$ cat src/verilog/sfp_consts.vh
`ifndef SFP_CONSTS_VH
`define SFP_CONSTS_VH

// ----------------------------------------------------------------------
// register offsets
// ----------------------------------------------------------------------
`define SFP_ADDR_CFG1 8'h01
`define SFP_ADDR_CFG2 8'h02
`define SFP_ADDR_BW 8'h03
`define SFP_ADDR_PRE_HI 8'h04
`define SFP_ADDR_PRE_LO 8'h05
`define SFP_ADDR_PAYLEN 8'h06
`define SFP_ADDR_DWELL 8'h07
`define SFP_ADDR_HOPCH 8'h08
`define SFP_ADDR_FLAGS 8'h09
`define SFP_ADDR_MASK 8'h0A
`define SFP_ADDR_NSYM_HI 8'h0B
`define SFP_ADDR_NSYM_LO 8'h0C
`define SFP_ADDR_CMD 8'h0D
`define SFP_ADDR_STATUS 8'h0E

// ----------------------------------------------------------------------
// field positions
// ----------------------------------------------------------------------
`define SFP_CFG1_OMIT 0
`define SFP_CFG1_CRC 1
`define SFP_CFG1_CR_LSB 2
`define SFP_CFG2_DE 4
`define SFP_BW_LOWBAND 4
`define SFP_HOPCH_CRC 6
`define SFP_CMD_TX 0
`define SFP_CMD_RX 1
`define SFP_IRQ_HOP 0
`define SFP_IRQ_CRC 1
`define SFP_IRQ_HDR 2
`define SFP_IRQ_TXD 3
`define SFP_IRQ_RXD 4
`define SFP_IRQ_CFG 5

// ----------------------------------------------------------------------
// reset values
// ----------------------------------------------------------------------
`define SFP_RST_CFG1 8'h04
`define SFP_RST_CFG2 8'h07
`define SFP_RST_BW 8'h07
`define SFP_RST_PRE_HI 8'h00
`define SFP_RST_PRE_LO 8'h0C
`define SFP_RST_PAYLEN 8'h01
`define SFP_RST_DWELL 8'h00
`define SFP_RST_MASK 8'h00

// ----------------------------------------------------------------------
// timing and limits
// ----------------------------------------------------------------------
`define SFP_PRE_OVH_QTR 18'h00011
`define SFP_PRE_MIN 6
`define SFP_HDR_SYMS 16'h0008
`define SFP_HDR_CR 3'h4
`define SFP_SF_MIN 6
`define SFP_SF_MAX 12
`define SFP_BW_CODES 10
`define SFP_BW_HI_FIRST 8
`define SFP_BW0_DKHZ 78
`define SFP_BW1_DKHZ 104
`define SFP_BW2_DKHZ 156
`define SFP_BW3_DKHZ 208
`define SFP_BW4_DKHZ 312
`define SFP_BW5_DKHZ 417
`define SFP_BW6_DKHZ 625
`define SFP_BW7_DKHZ 1250
`define SFP_BW8_DKHZ 2500
`define SFP_BW9_DKHZ 5000

`endif

$ cat src/verilog/sfp_framer.v
// Implementation choices: the register offsets and the plain strobed port.
`timescale 1ns/1ps
`include "sfp_consts.vh"

module sfp_framer #(
    parameter CLK_KHZ = 250000
) (
    input wire clk,
    input wire reset_n,
    input wire [7:0] reg_addr,
    input wire [7:0] reg_wdata,
    input wire reg_wr,
    input wire reg_rd,
    output reg [7:0] reg_rdata_r,
    input wire rx_preamble_det,
    input wire rx_header_ok,
    input wire rx_header_bad,
    input wire [7:0] rx_hdr_len,
    input wire [2:0] rx_hdr_cr,
    input wire rx_hdr_crc,
    input wire rx_payload_crc_bad,
    output reg irq_r,
    output reg tx_on_r,
    output reg rx_on_r,
    output reg seg_preamble_r,
    output reg seg_header_r,
    output reg seg_payload_r,
    output reg symbol_tick_r,
    output reg [5:0] hop_index_r,
    output reg [2:0] code_rate_r,
    output reg [7:0] hdr_len_r,
    output reg [2:0] hdr_cr_r,
    output reg hdr_crc_r,
    output reg crc_append_r
);

    // ------------------------------------------------------------------
    // states
    // ------------------------------------------------------------------
    localparam ST_IDLE = 7'h01;
    localparam ST_TPRE = 7'h02;
    localparam ST_THDR = 7'h04;
    localparam ST_TPAY = 7'h08;
    localparam ST_RSRCH = 7'h10;
    localparam ST_RHDR = 7'h20;
    localparam ST_RPAY = 7'h40;

    // ------------------------------------------------------------------
    // registers
    // ------------------------------------------------------------------
    reg [7:0] cfg1_r, cfg2_r, bw_r, pre_hi_r, pre_lo_r, paylen_r;
    reg [7:0] dwell_r, mask_r;
    reg [5:0] flags_r, flags_nxt;
    reg [6:0] state_r, state_nxt;
    reg [23:0] chip_cnt_r;
    reg [9:0] qchip_r;
    reg [1:0] qtr_r;
    reg [17:0] pre_cnt_r;
    reg [15:0] sym_cnt_r;
    reg [7:0] dwell_cnt_r;
    reg [5:0] hop_idx_r;
    reg crc_present_r;
    reg [7:0] rx_len_r;
    reg [2:0] rx_cr_r;
    reg rx_crc_r;
    reg tb_clr;
    reg [5:0] set_flags;
    reg hop_go;

    wire omit = cfg1_r[`SFP_CFG1_OMIT];
    wire crc_en = cfg1_r[`SFP_CFG1_CRC];
    wire [2:0] cfg_cr = cfg1_r[`SFP_CFG1_CR_LSB+2:`SFP_CFG1_CR_LSB];
    wire [3:0] sf = cfg2_r[3:0];
    wire de = cfg2_r[`SFP_CFG2_DE];
    wire [3:0] bw_code = bw_r[3:0];
    wire low_band = bw_r[`SFP_BW_LOWBAND];
    wire [15:0] pre_set = {pre_hi_r, pre_lo_r};
    wire cmd_wr = reg_wr && (reg_addr == `SFP_ADDR_CMD);
    wire tx_go = cmd_wr && reg_wdata[`SFP_CMD_TX];
    wire rx_go = cmd_wr && reg_wdata[`SFP_CMD_RX] && !reg_wdata[`SFP_CMD_TX];

    // ------------------------------------------------------------------
    // configuration check
    // ------------------------------------------------------------------
    wire sf_ok = (sf >= `SFP_SF_MIN) && (sf <= `SFP_SF_MAX);
    wire bw_ok = (bw_code < `SFP_BW_CODES) &&
        !(low_band && (bw_code >= `SFP_BW_HI_FIRST));
    wire hdr_ok = !((sf == `SFP_SF_MIN) && !omit);
    wire pre_ok = (pre_set >= `SFP_PRE_MIN);
    wire cr_ok = (cfg_cr >= 3'h1) && (cfg_cr <= `SFP_HDR_CR);
    wire cfg_ok = sf_ok && bw_ok && hdr_ok && pre_ok && cr_ok;

    // ------------------------------------------------------------------
    // symbol timebase
    // ------------------------------------------------------------------
    reg [23:0] chip_div;
    integer div_i;
    always @* begin
        case (bw_code)
            4'h0: div_i = CLK_KHZ * 10 / `SFP_BW0_DKHZ;
            4'h1: div_i = CLK_KHZ * 10 / `SFP_BW1_DKHZ;
            4'h2: div_i = CLK_KHZ * 10 / `SFP_BW2_DKHZ;
            4'h3: div_i = CLK_KHZ * 10 / `SFP_BW3_DKHZ;
            4'h4: div_i = CLK_KHZ * 10 / `SFP_BW4_DKHZ;
            4'h5: div_i = CLK_KHZ * 10 / `SFP_BW5_DKHZ;
            4'h6: div_i = CLK_KHZ * 10 / `SFP_BW6_DKHZ;
            4'h7: div_i = CLK_KHZ * 10 / `SFP_BW7_DKHZ;
            4'h8: div_i = CLK_KHZ * 10 / `SFP_BW8_DKHZ;
            default: div_i = CLK_KHZ * 10 / `SFP_BW9_DKHZ;
        endcase
        chip_div = div_i[23:0];
        if (chip_div == 24'h000000) begin
            chip_div = 24'h000001;
        end
    end

    // chips per quarter symbol is 2^(sf-2)
    wire [9:0] qchips = sf_ok ? (10'h001 << (sf - 4'h2)) : 10'h010;
    wire chip_end = (chip_cnt_r == chip_div - 24'h000001);
    wire qtick = chip_end && (qchip_r == qchips - 10'h001);
    wire stick = qtick && (qtr_r == 2'h3);

    // ------------------------------------------------------------------
    // payload symbol count
    // ------------------------------------------------------------------
    wire use_rx = (state_r == ST_RHDR || state_r == ST_RPAY) && !omit;
    wire [7:0] pl = use_rx ? rx_len_r : paylen_r;
    wire [2:0] cr_eff = use_rx ? rx_cr_r : cfg_cr;
    wire crc_eff = use_rx ? rx_crc_r : crc_en;
    reg [15:0] nsym;
    integer num, den, q, tot;
    always @* begin
        num = 8 * pl - 4 * sf + 28 + 16 * crc_eff - 20 * omit;
        den = 4 * (sf - 2 * de);
        if (den <= 0) begin
            den = 4;
        end
        if (num > 0) begin
            q = (num + den - 1) / den;
        end else begin
            q = 0;
        end
        tot = 8 + q * (cr_eff + 4);
        nsym = tot[15:0];
    end
    // symbols after the header section
    wire [15:0] pay_syms = omit ? nsym : nsym - `SFP_HDR_SYMS;
    // preamble in quarter symbols: 4n + 17
    wire [17:0] pre_total = {pre_set, 2'b00} + `SFP_PRE_OVH_QTR;

    // ------------------------------------------------------------------
    // framing state machine
    // ------------------------------------------------------------------
    always @* begin
        state_nxt = state_r;
        set_flags = 6'h00;
        tb_clr = 1'b0;
        hop_go = 1'b0;
        case (state_r)
            ST_IDLE: begin
                if (tx_go || rx_go) begin
                    tb_clr = 1'b1;
                    if (!cfg_ok) begin
                        set_flags[`SFP_IRQ_CFG] = 1'b1;
                    end else if (tx_go) begin
                        state_nxt = ST_TPRE;
                    end else begin
                        state_nxt = ST_RSRCH;
                    end
                end
            end
            ST_TPRE: begin
                if (qtick && pre_cnt_r == pre_total - 18'h00001) begin
                    tb_clr = 1'b1;
                    state_nxt = omit ? ST_TPAY : ST_THDR;
                end
            end
            ST_THDR: begin
                if (stick && sym_cnt_r == `SFP_HDR_SYMS - 1) begin
                    if (pay_syms == 16'h0000) begin
                        state_nxt = ST_IDLE;
                        set_flags[`SFP_IRQ_TXD] = 1'b1;
                    end else begin
                        state_nxt = ST_TPAY;
                    end
                end
            end
            ST_TPAY: begin
                hop_go = stick;
                if (stick && sym_cnt_r == pay_syms - 16'h0001) begin
                    state_nxt = ST_IDLE;
                    set_flags[`SFP_IRQ_TXD] = 1'b1;
                end
            end
            ST_RSRCH: begin
                if (rx_preamble_det) begin
                    tb_clr = 1'b1;
                    state_nxt = omit ? ST_RPAY : ST_RHDR;
                end
            end
            ST_RHDR: begin
                if (rx_header_bad) begin
                    set_flags[`SFP_IRQ_HDR] = 1'b1;
                    state_nxt = ST_RSRCH;
                end else if (rx_header_ok) begin
                    tb_clr = 1'b1;
                    state_nxt = ST_RPAY;
                end
            end
            ST_RPAY: begin
                hop_go = stick;
                if (rx_payload_crc_bad && crc_eff) begin
                    set_flags[`SFP_IRQ_CRC] = 1'b1;
                end
                if (stick && sym_cnt_r == pay_syms - 16'h0001) begin
                    state_nxt = ST_IDLE;
                    set_flags[`SFP_IRQ_RXD] = 1'b1;
                end
            end
            default: state_nxt = ST_IDLE;
        endcase
        if (hop_go && dwell_r != 8'h00 && dwell_cnt_r == dwell_r - 8'h01) begin
            set_flags[`SFP_IRQ_HOP] = 1'b1;
        end
    end

    // ------------------------------------------------------------------
    // flags: set wins over write-one clear
    // ------------------------------------------------------------------
    always @* begin
        flags_nxt = flags_r;
        if (reg_wr && reg_addr == `SFP_ADDR_FLAGS) begin
            flags_nxt = flags_r & ~reg_wdata[5:0];
        end
        flags_nxt = flags_nxt | set_flags;
    end

    // ------------------------------------------------------------------
    // sequential logic
    // ------------------------------------------------------------------
    always @(posedge clk) begin
        if (!reset_n) begin
            cfg1_r <= `SFP_RST_CFG1;
            cfg2_r <= `SFP_RST_CFG2;
            bw_r <= `SFP_RST_BW;
            pre_hi_r <= `SFP_RST_PRE_HI;
            pre_lo_r <= `SFP_RST_PRE_LO;
            paylen_r <= `SFP_RST_PAYLEN;
            dwell_r <= `SFP_RST_DWELL;
            mask_r <= `SFP_RST_MASK;
            flags_r <= 6'h00;
            state_r <= ST_IDLE;
            chip_cnt_r <= 24'h000000;
            qchip_r <= 10'h000;
            qtr_r <= 2'h0;
            pre_cnt_r <= 18'h00000;
            sym_cnt_r <= 16'h0000;
            dwell_cnt_r <= 8'h00;
            hop_idx_r <= 6'h00;
            crc_present_r <= 1'b0;
            rx_len_r <= 8'h00;
            rx_cr_r <= 3'h0;
            rx_crc_r <= 1'b0;
            reg_rdata_r <= 8'h00;
        end else begin
            if (reg_wr) begin
                if (reg_addr == `SFP_ADDR_CFG1) begin
                    cfg1_r <= reg_wdata;
                end else if (reg_addr == `SFP_ADDR_CFG2) begin
                    cfg2_r <= reg_wdata;
                end else if (reg_addr == `SFP_ADDR_BW) begin
                    bw_r <= reg_wdata;
                end else if (reg_addr == `SFP_ADDR_PRE_HI) begin
                    pre_hi_r <= reg_wdata;
                end else if (reg_addr == `SFP_ADDR_PRE_LO) begin
                    pre_lo_r <= reg_wdata;
                end else if (reg_addr == `SFP_ADDR_PAYLEN) begin
                    paylen_r <= reg_wdata;
                end else if (reg_addr == `SFP_ADDR_DWELL) begin
                    dwell_r <= reg_wdata;
                end else if (reg_addr == `SFP_ADDR_MASK) begin
                    mask_r <= reg_wdata;
                end
            end
            flags_r <= flags_nxt;
            state_r <= state_nxt;
            // timebase
            if (tb_clr || qtick) begin
                chip_cnt_r <= 24'h000000;
                qchip_r <= 10'h000;
                qtr_r <= tb_clr ? 2'h0 : qtr_r + 2'h1;
            end else if (chip_end) begin
                chip_cnt_r <= 24'h000000;
                qchip_r <= qchip_r + 10'h001;
            end else begin
                chip_cnt_r <= chip_cnt_r + 24'h000001;
            end
            // preamble quarters and section symbols
            if (tb_clr) begin
                pre_cnt_r <= 18'h00000;
            end else if (qtick) begin
                pre_cnt_r <= pre_cnt_r + 18'h00001;
            end
            if (tb_clr || (state_nxt != state_r)) begin
                sym_cnt_r <= 16'h0000;
            end else if (stick) begin
                sym_cnt_r <= sym_cnt_r + 16'h0001;
            end
            // hop channel
            if (state_r == ST_IDLE || state_nxt == ST_RSRCH) begin
                hop_idx_r <= 6'h00;
                dwell_cnt_r <= 8'h00;
            end else if (hop_go && dwell_r != 8'h00) begin
                if (dwell_cnt_r == dwell_r - 8'h01) begin
                    dwell_cnt_r <= 8'h00;
                    hop_idx_r <= hop_idx_r + 6'h01;
                end else begin
                    dwell_cnt_r <= dwell_cnt_r + 8'h01;
                end
            end
            // received header fields
            if (state_r == ST_RHDR && rx_header_ok && !rx_header_bad) begin
                rx_len_r <= rx_hdr_len;
                rx_cr_r <= rx_hdr_cr;
                rx_crc_r <= rx_hdr_crc;
                crc_present_r <= rx_hdr_crc;
            end
            // read port
            if (reg_rd) begin
                if (reg_addr == `SFP_ADDR_CFG1) begin
                    reg_rdata_r <= cfg1_r;
                end else if (reg_addr == `SFP_ADDR_CFG2) begin
                    reg_rdata_r <= cfg2_r;
                end else if (reg_addr == `SFP_ADDR_BW) begin
                    reg_rdata_r <= bw_r;
                end else if (reg_addr == `SFP_ADDR_PRE_HI) begin
                    reg_rdata_r <= pre_hi_r;
                end else if (reg_addr == `SFP_ADDR_PRE_LO) begin
                    reg_rdata_r <= pre_lo_r;
                end else if (reg_addr == `SFP_ADDR_PAYLEN) begin
                    reg_rdata_r <= paylen_r;
                end else if (reg_addr == `SFP_ADDR_DWELL) begin
                    reg_rdata_r <= dwell_r;
                end else if (reg_addr == `SFP_ADDR_HOPCH) begin
                    reg_rdata_r <= {1'b0, crc_present_r, hop_idx_r};
                end else if (reg_addr == `SFP_ADDR_FLAGS) begin
                    reg_rdata_r <= {2'b00, flags_r};
                end else if (reg_addr == `SFP_ADDR_MASK) begin
                    reg_rdata_r <= mask_r;
                end else if (reg_addr == `SFP_ADDR_NSYM_HI) begin
                    reg_rdata_r <= nsym[15:8];
                end else if (reg_addr == `SFP_ADDR_NSYM_LO) begin
                    reg_rdata_r <= nsym[7:0];
                end else if (reg_addr == `SFP_ADDR_STATUS) begin
                    reg_rdata_r <= {1'b0, state_r};
                end else begin
                    reg_rdata_r <= 8'h00;
                end
            end else begin
                reg_rdata_r <= 8'h00;
            end
        end
    end

    // ------------------------------------------------------------------
    // registered outputs
    // ------------------------------------------------------------------
    always @(posedge clk) begin
        if (!reset_n) begin
            irq_r <= 1'b0;
            tx_on_r <= 1'b0;
            rx_on_r <= 1'b0;
            seg_preamble_r <= 1'b0;
            seg_header_r <= 1'b0;
            seg_payload_r <= 1'b0;
            symbol_tick_r <= 1'b0;
            hop_index_r <= 6'h00;
            code_rate_r <= 3'h0;
            hdr_len_r <= 8'h00;
            hdr_cr_r <= 3'h0;
            hdr_crc_r <= 1'b0;
            crc_append_r <= 1'b0;
        end else begin
            irq_r <= |(flags_r & ~mask_r[5:0]);
            tx_on_r <= (state_r == ST_TPRE) || (state_r == ST_THDR) ||
                (state_r == ST_TPAY);
            rx_on_r <= (state_r == ST_RSRCH) || (state_r == ST_RHDR) ||
                (state_r == ST_RPAY);
            seg_preamble_r <= (state_r == ST_TPRE);
            seg_header_r <= (state_r == ST_THDR) || (state_r == ST_RHDR);
            seg_payload_r <= (state_r == ST_TPAY) || (state_r == ST_RPAY);
            symbol_tick_r <= stick && (state_r != ST_IDLE) &&
                (state_r != ST_RSRCH);
            hop_index_r <= hop_idx_r;
            if (state_r == ST_THDR || state_r == ST_RHDR) begin
                code_rate_r <= `SFP_HDR_CR;
            end else begin
                code_rate_r <= cr_eff;
            end
            hdr_len_r <= paylen_r;
            hdr_cr_r <= cfg_cr;
            hdr_crc_r <= crc_en;
            crc_append_r <= crc_en;
        end
    end

endmodule // sfp_framer

$ cat config.mk
export PLATFORM = sky130hd
export DESIGN_NAME = sfp_framer
export DESIGN_NICKNAME = d
export VERILOG_FILES = /design/src/verilog/sfp_framer.v
export VERILOG_INCLUDE_DIRS = /design/src /design/src/verilog
export SDC_FILE = /design/constraint.sdc
export NUM_CORES = 1
export LEC_CHECK = 0
export ABC_AREA = 1
export BUFFER_PORTS_ARGS = -buffer_cell sky130_fd_sc_hd__buf_4
export CELL_PAD_IN_SITES_DETAIL_PLACEMENT = 0
export CELL_PAD_IN_SITES_GLOBAL_PLACEMENT = 2
export CORE_MARGIN = 5
export CORE_UTILIZATION = 33
export CTS_CLUSTER_SIZE = 28
export DETAILED_ROUTE_END_ITERATION = 7
export PLACE_DENSITY_LB_ADDON = 0.25
export SETUP_SLACK_MARGIN = 0.05
export SLEW_MARGIN = 15
export SYNTH_ARGS = -nofsm -noshare
export SYNTH_HDL_FRONTEND = slang
export SYNTH_SLANG_ARGS = --single-unit
$ cat constraint.sdc
create_clock -name clk -period 71.3 [get_ports clk]
set_clock_uncertainty 0.05 [all_clocks]
set_input_delay 0 -clock clk [delete_from_list [all_inputs] [get_ports clk]]
set_output_delay 0 -clock clk [all_outputs]
set_load 0.05 [all_outputs]
==> impl_metrics.json <==
{
  "worstPathArrival_ps": 67250,
  "die_area_um2": 155000,
  "grt_pass1_vias": 48600,
  "numCtsBuffers": 25,
  "fin_crit_sh_pct": 93.8,
  "synth_top_cell_area_share_pct": 14.9,
  "grt.met1_usage_pct": 28.6,
  "relSlewSlack_pct": 27.3,
  "clk_pin_slew_ps": 60,
  "rows": 140,
  "synthTopCellsByArea": "ha_1 15%, nand2_1 12%, dfxtp_1 9.2%",
  "synth_edf_count": 0,
  "syn-cell-area_um2": 48600,
  "drt_iter0_markers": 2618,
  "yosysSeqAreaShare_pct": 9.23,
  "syn_inst": 7924,
  "status": "completed",
  "synthAdderAreaFrac_pct": 15.7,
  "grt_use_total_pct": 19.9,
  "grt_max_degree": 84,
  "min_path_type": "primary input to flip-flop",
  "synth_top_area_cell": "ha_1",
  "r2r-start": "state_r[1]",
  "crit_cells": 514,
  "dp_cells": 10700,
  "placed_area_um2": 56200,
  "cpMaxStageDelayCell": "fa_1",
  "gr-usage-met2_pct": 33.5,
  "area_growth_pct": 31.4,
  "fmax_mhz": 15.0,
  "reg2reg_setup_slack_ps": 4450,
  "viasPerCell": 4.82,
  "yosys.area_share.simple_pct": 33.8,
  "clockBufferDepth": 3,
  "io_pins": 73,
  "setup_violations": 0,
  "final_hold_viol_count": 0,
  "die_h_um": 394,
  "hpwl_um": 135000,
  "design_area_um2": 63800,
  "drive_gt1_share_pct": 23.0,
  "worst_pin_slew_ps": 1080,
  "grt_first_pass_wirelength_um": 258000,
  "reg2reg_depth": 514,
  "synth_xor_area_share_pct": 11.1,
  "critPathLaunchType": "flip-flop",
  "cts_tree": "yes",
  "via_count": 53100,
  "synth_most_common_cell": "nand2_1",
  "crit_type": "flip-flop to flip-flop",
  "worstPathRequired_ps": 71690,
  "worst_r2r_endpoint": "sym_cnt_r[12]",
  "met3_usage_pct": 1.26,
  "crit_buf_inv": 84,
  "synthTopCellsByCount": "1,565 x nand2_1, 1,154 x inv_1, 773 x nor2_1, 688 x a21oi_1, 579 x ha_1",
  "drc": 0,
  "firstDrtPassIters": 6,
  "synth_compound_area_share_pct": 18.3,
  "crit_path_end_kind": "flip-flop",
  "diodes": 0,
  "start_util_pct": 33.3,
  "cts-root-buf": "clkbuf_16",
  "crit_family": "simple AND/OR/NAND/NOR gates",
  "critPathMaxFanout": 18,
  "cap_violations": 0,
  "period_minus_slack_ps": 66850,
  "synth_top_family_by_area": "simple AND/OR/NAND/NOR gates",
  "ant_nets": 0,
  "drt_wl_total_um": 169000,
  "critPathMostFrequentCell": "nand2_1",
  "syn_area_per_cell_um2": 6.13,
  "clock_sink_count": 224,
  "crit_start": "state_r[1]",
  "synth_warnings": 0,
  "finalMaxSlewViolations": 0,
  "fin_setup_tns_ps": 0,
  "antenna_found_initial": 2,
  "port_buffers": 72,
  "critical_path.max_stage_delay_ps": 540,
  "synth_cell_types": 88,
  "ys_seq_elements": 224,
  "synthFlopType": "dfxtp_1",
  "clk-insertion-delay-late_ps": 570,
  "synth.mux.area_fraction_pct": 0.0412,
  "die_w_um": 394,
  "drt-wirelength-per-cell_um": 15.3,
  "fp.coreArea_um2": 146000,
  "crit_end": "sym_cnt_r[12]",
  "htree_levels": 1,
  "busiest_layer": "met2",
  "post-route-util_pct": 43.7,
  "gp_congestion": 0.884,
  "async_reset_ff_share_pct": 0,
  "grt_overflow": 0,
  "nNetsFinal": 9715,
  "layoutNonFillerInstCount": 11000
}
[worst min path at each step]
| stage | start | endpoint | cells after the start |
|---|---|---|---|
| 3_3_place_gp | rx_hdr_len[2] | rx_len_r[2] | 3 |
| 4_1_cts | reg_addr[2] | flags_r[5] | 7 |
| 2_1_floorplan | reg_wdata[0] | cfg2_r[0] | 2 |
| 6_report | reg_addr[3] | flags_r[5] | 7 |
| 5_1_grt | reg_addr[2] | flags_r[5] | 7 |
| 3_5_place_dp | rx_hdr_cr[2] | rx_cr_r[2] | 3 |
[cell families after synthesis]
logic type,count (synthesis)
flops,224
xor+xnor,610
other cells,2
fa+ha+maj,599
compound gates,1602
simple gates,3516
mux,2
buf+inv,1369
[placed cells by master, fill, tap and decap left out, drive strengths merged, types with 21 or more instances in the layout]
master / instances
nand4: 162
nand2: 1752
nor3: 164
xor2: 385
conb: 361
nor2: 835
a21oi: 700
ha: 579
xnor2: 225
o21ai: 593
a211oi: 23
o31ai: 22
nand3b: 21
clkinv: 25
dfxtp: 224
clkbuf: 42
nor4: 55
buf: 867
o211ai: 27
dlygate4sd3: 46
a31oi: 38
nand3: 444
or2: 44
inv: 1188
a21o: 26
o21bai: 79
[per-layer routing]
metal  up-vias  wire length (um)  share of wire (%)
met1     24100             84800                 50
met2       666             76900                 46
met4         0              2510                1.5
li1      28200                 -                  -
met3       122              4760                2.8
met5         -                 0                  0
[cell type report]
class	instances	area, um2
clock buffers	30	664
clock inverters	11	179
fillers	15800	82300
inverters	1211	4630
multi-input cells	6692	43900
flip-flops and latches	224	4490
well taps	1917	2400
repair buffers	925	7620
repair inverters	1	5.00
[timing repair]
item                                    in CTS  in global routing
cloned                                       0                 18
buffers inserted                             3                220
hold buffers                                46                  0
hold endpoints to repair                    93                  0
pin swaps                                    4                440
gates resized for setup                     48               1050
endpoints found under the setup margin      29                 29
[per-stage QoR]
step	setup WS [ps]	hold WS, ps
2_1_floorplan	62.9	76.4
3_3_place_gp	-760	176
3_5_place_dp	-1810	178
4_1_cts	104	24.5
5_1_grt	-974	94.4
6_report	4450	56.1
[flip-flops by register name (all words and copies together) (netlist names), 7 cells and up]
signal,cells
pre_lo_r,8
mask_r,8
dwell_cnt_r,8
div_i,15
dwell_r,8
cfg1_r,8
bw_r,8
paylen_r,8
qchip_r,10
state_r,7
sym_cnt_r,16
reg_rdata_r,8
pre_cnt_r,18
rx_len_r,8
cfg2_r,8
pre_hi_r,8
hdr_len_r,8
chip_cnt_r,24
[worst register-to-register path, delay by kind of cell (launching register included)]
kind / cells / cell delay, ps
buffers and inverters: 84 / 8290
AND/OR/NAND/NOR: 225 / 22530
adder cells (fa/ha/maj): 41 / 12100
XOR/XNOR: 9 / 1600
flip-flops: 1 / 320
AO/OA/AOI/OAI: 155 / 21740
Power is left out: the tool's default activity adds up to more than one toggle a clock period on the data nets, which glitch-free logic cannot reach.
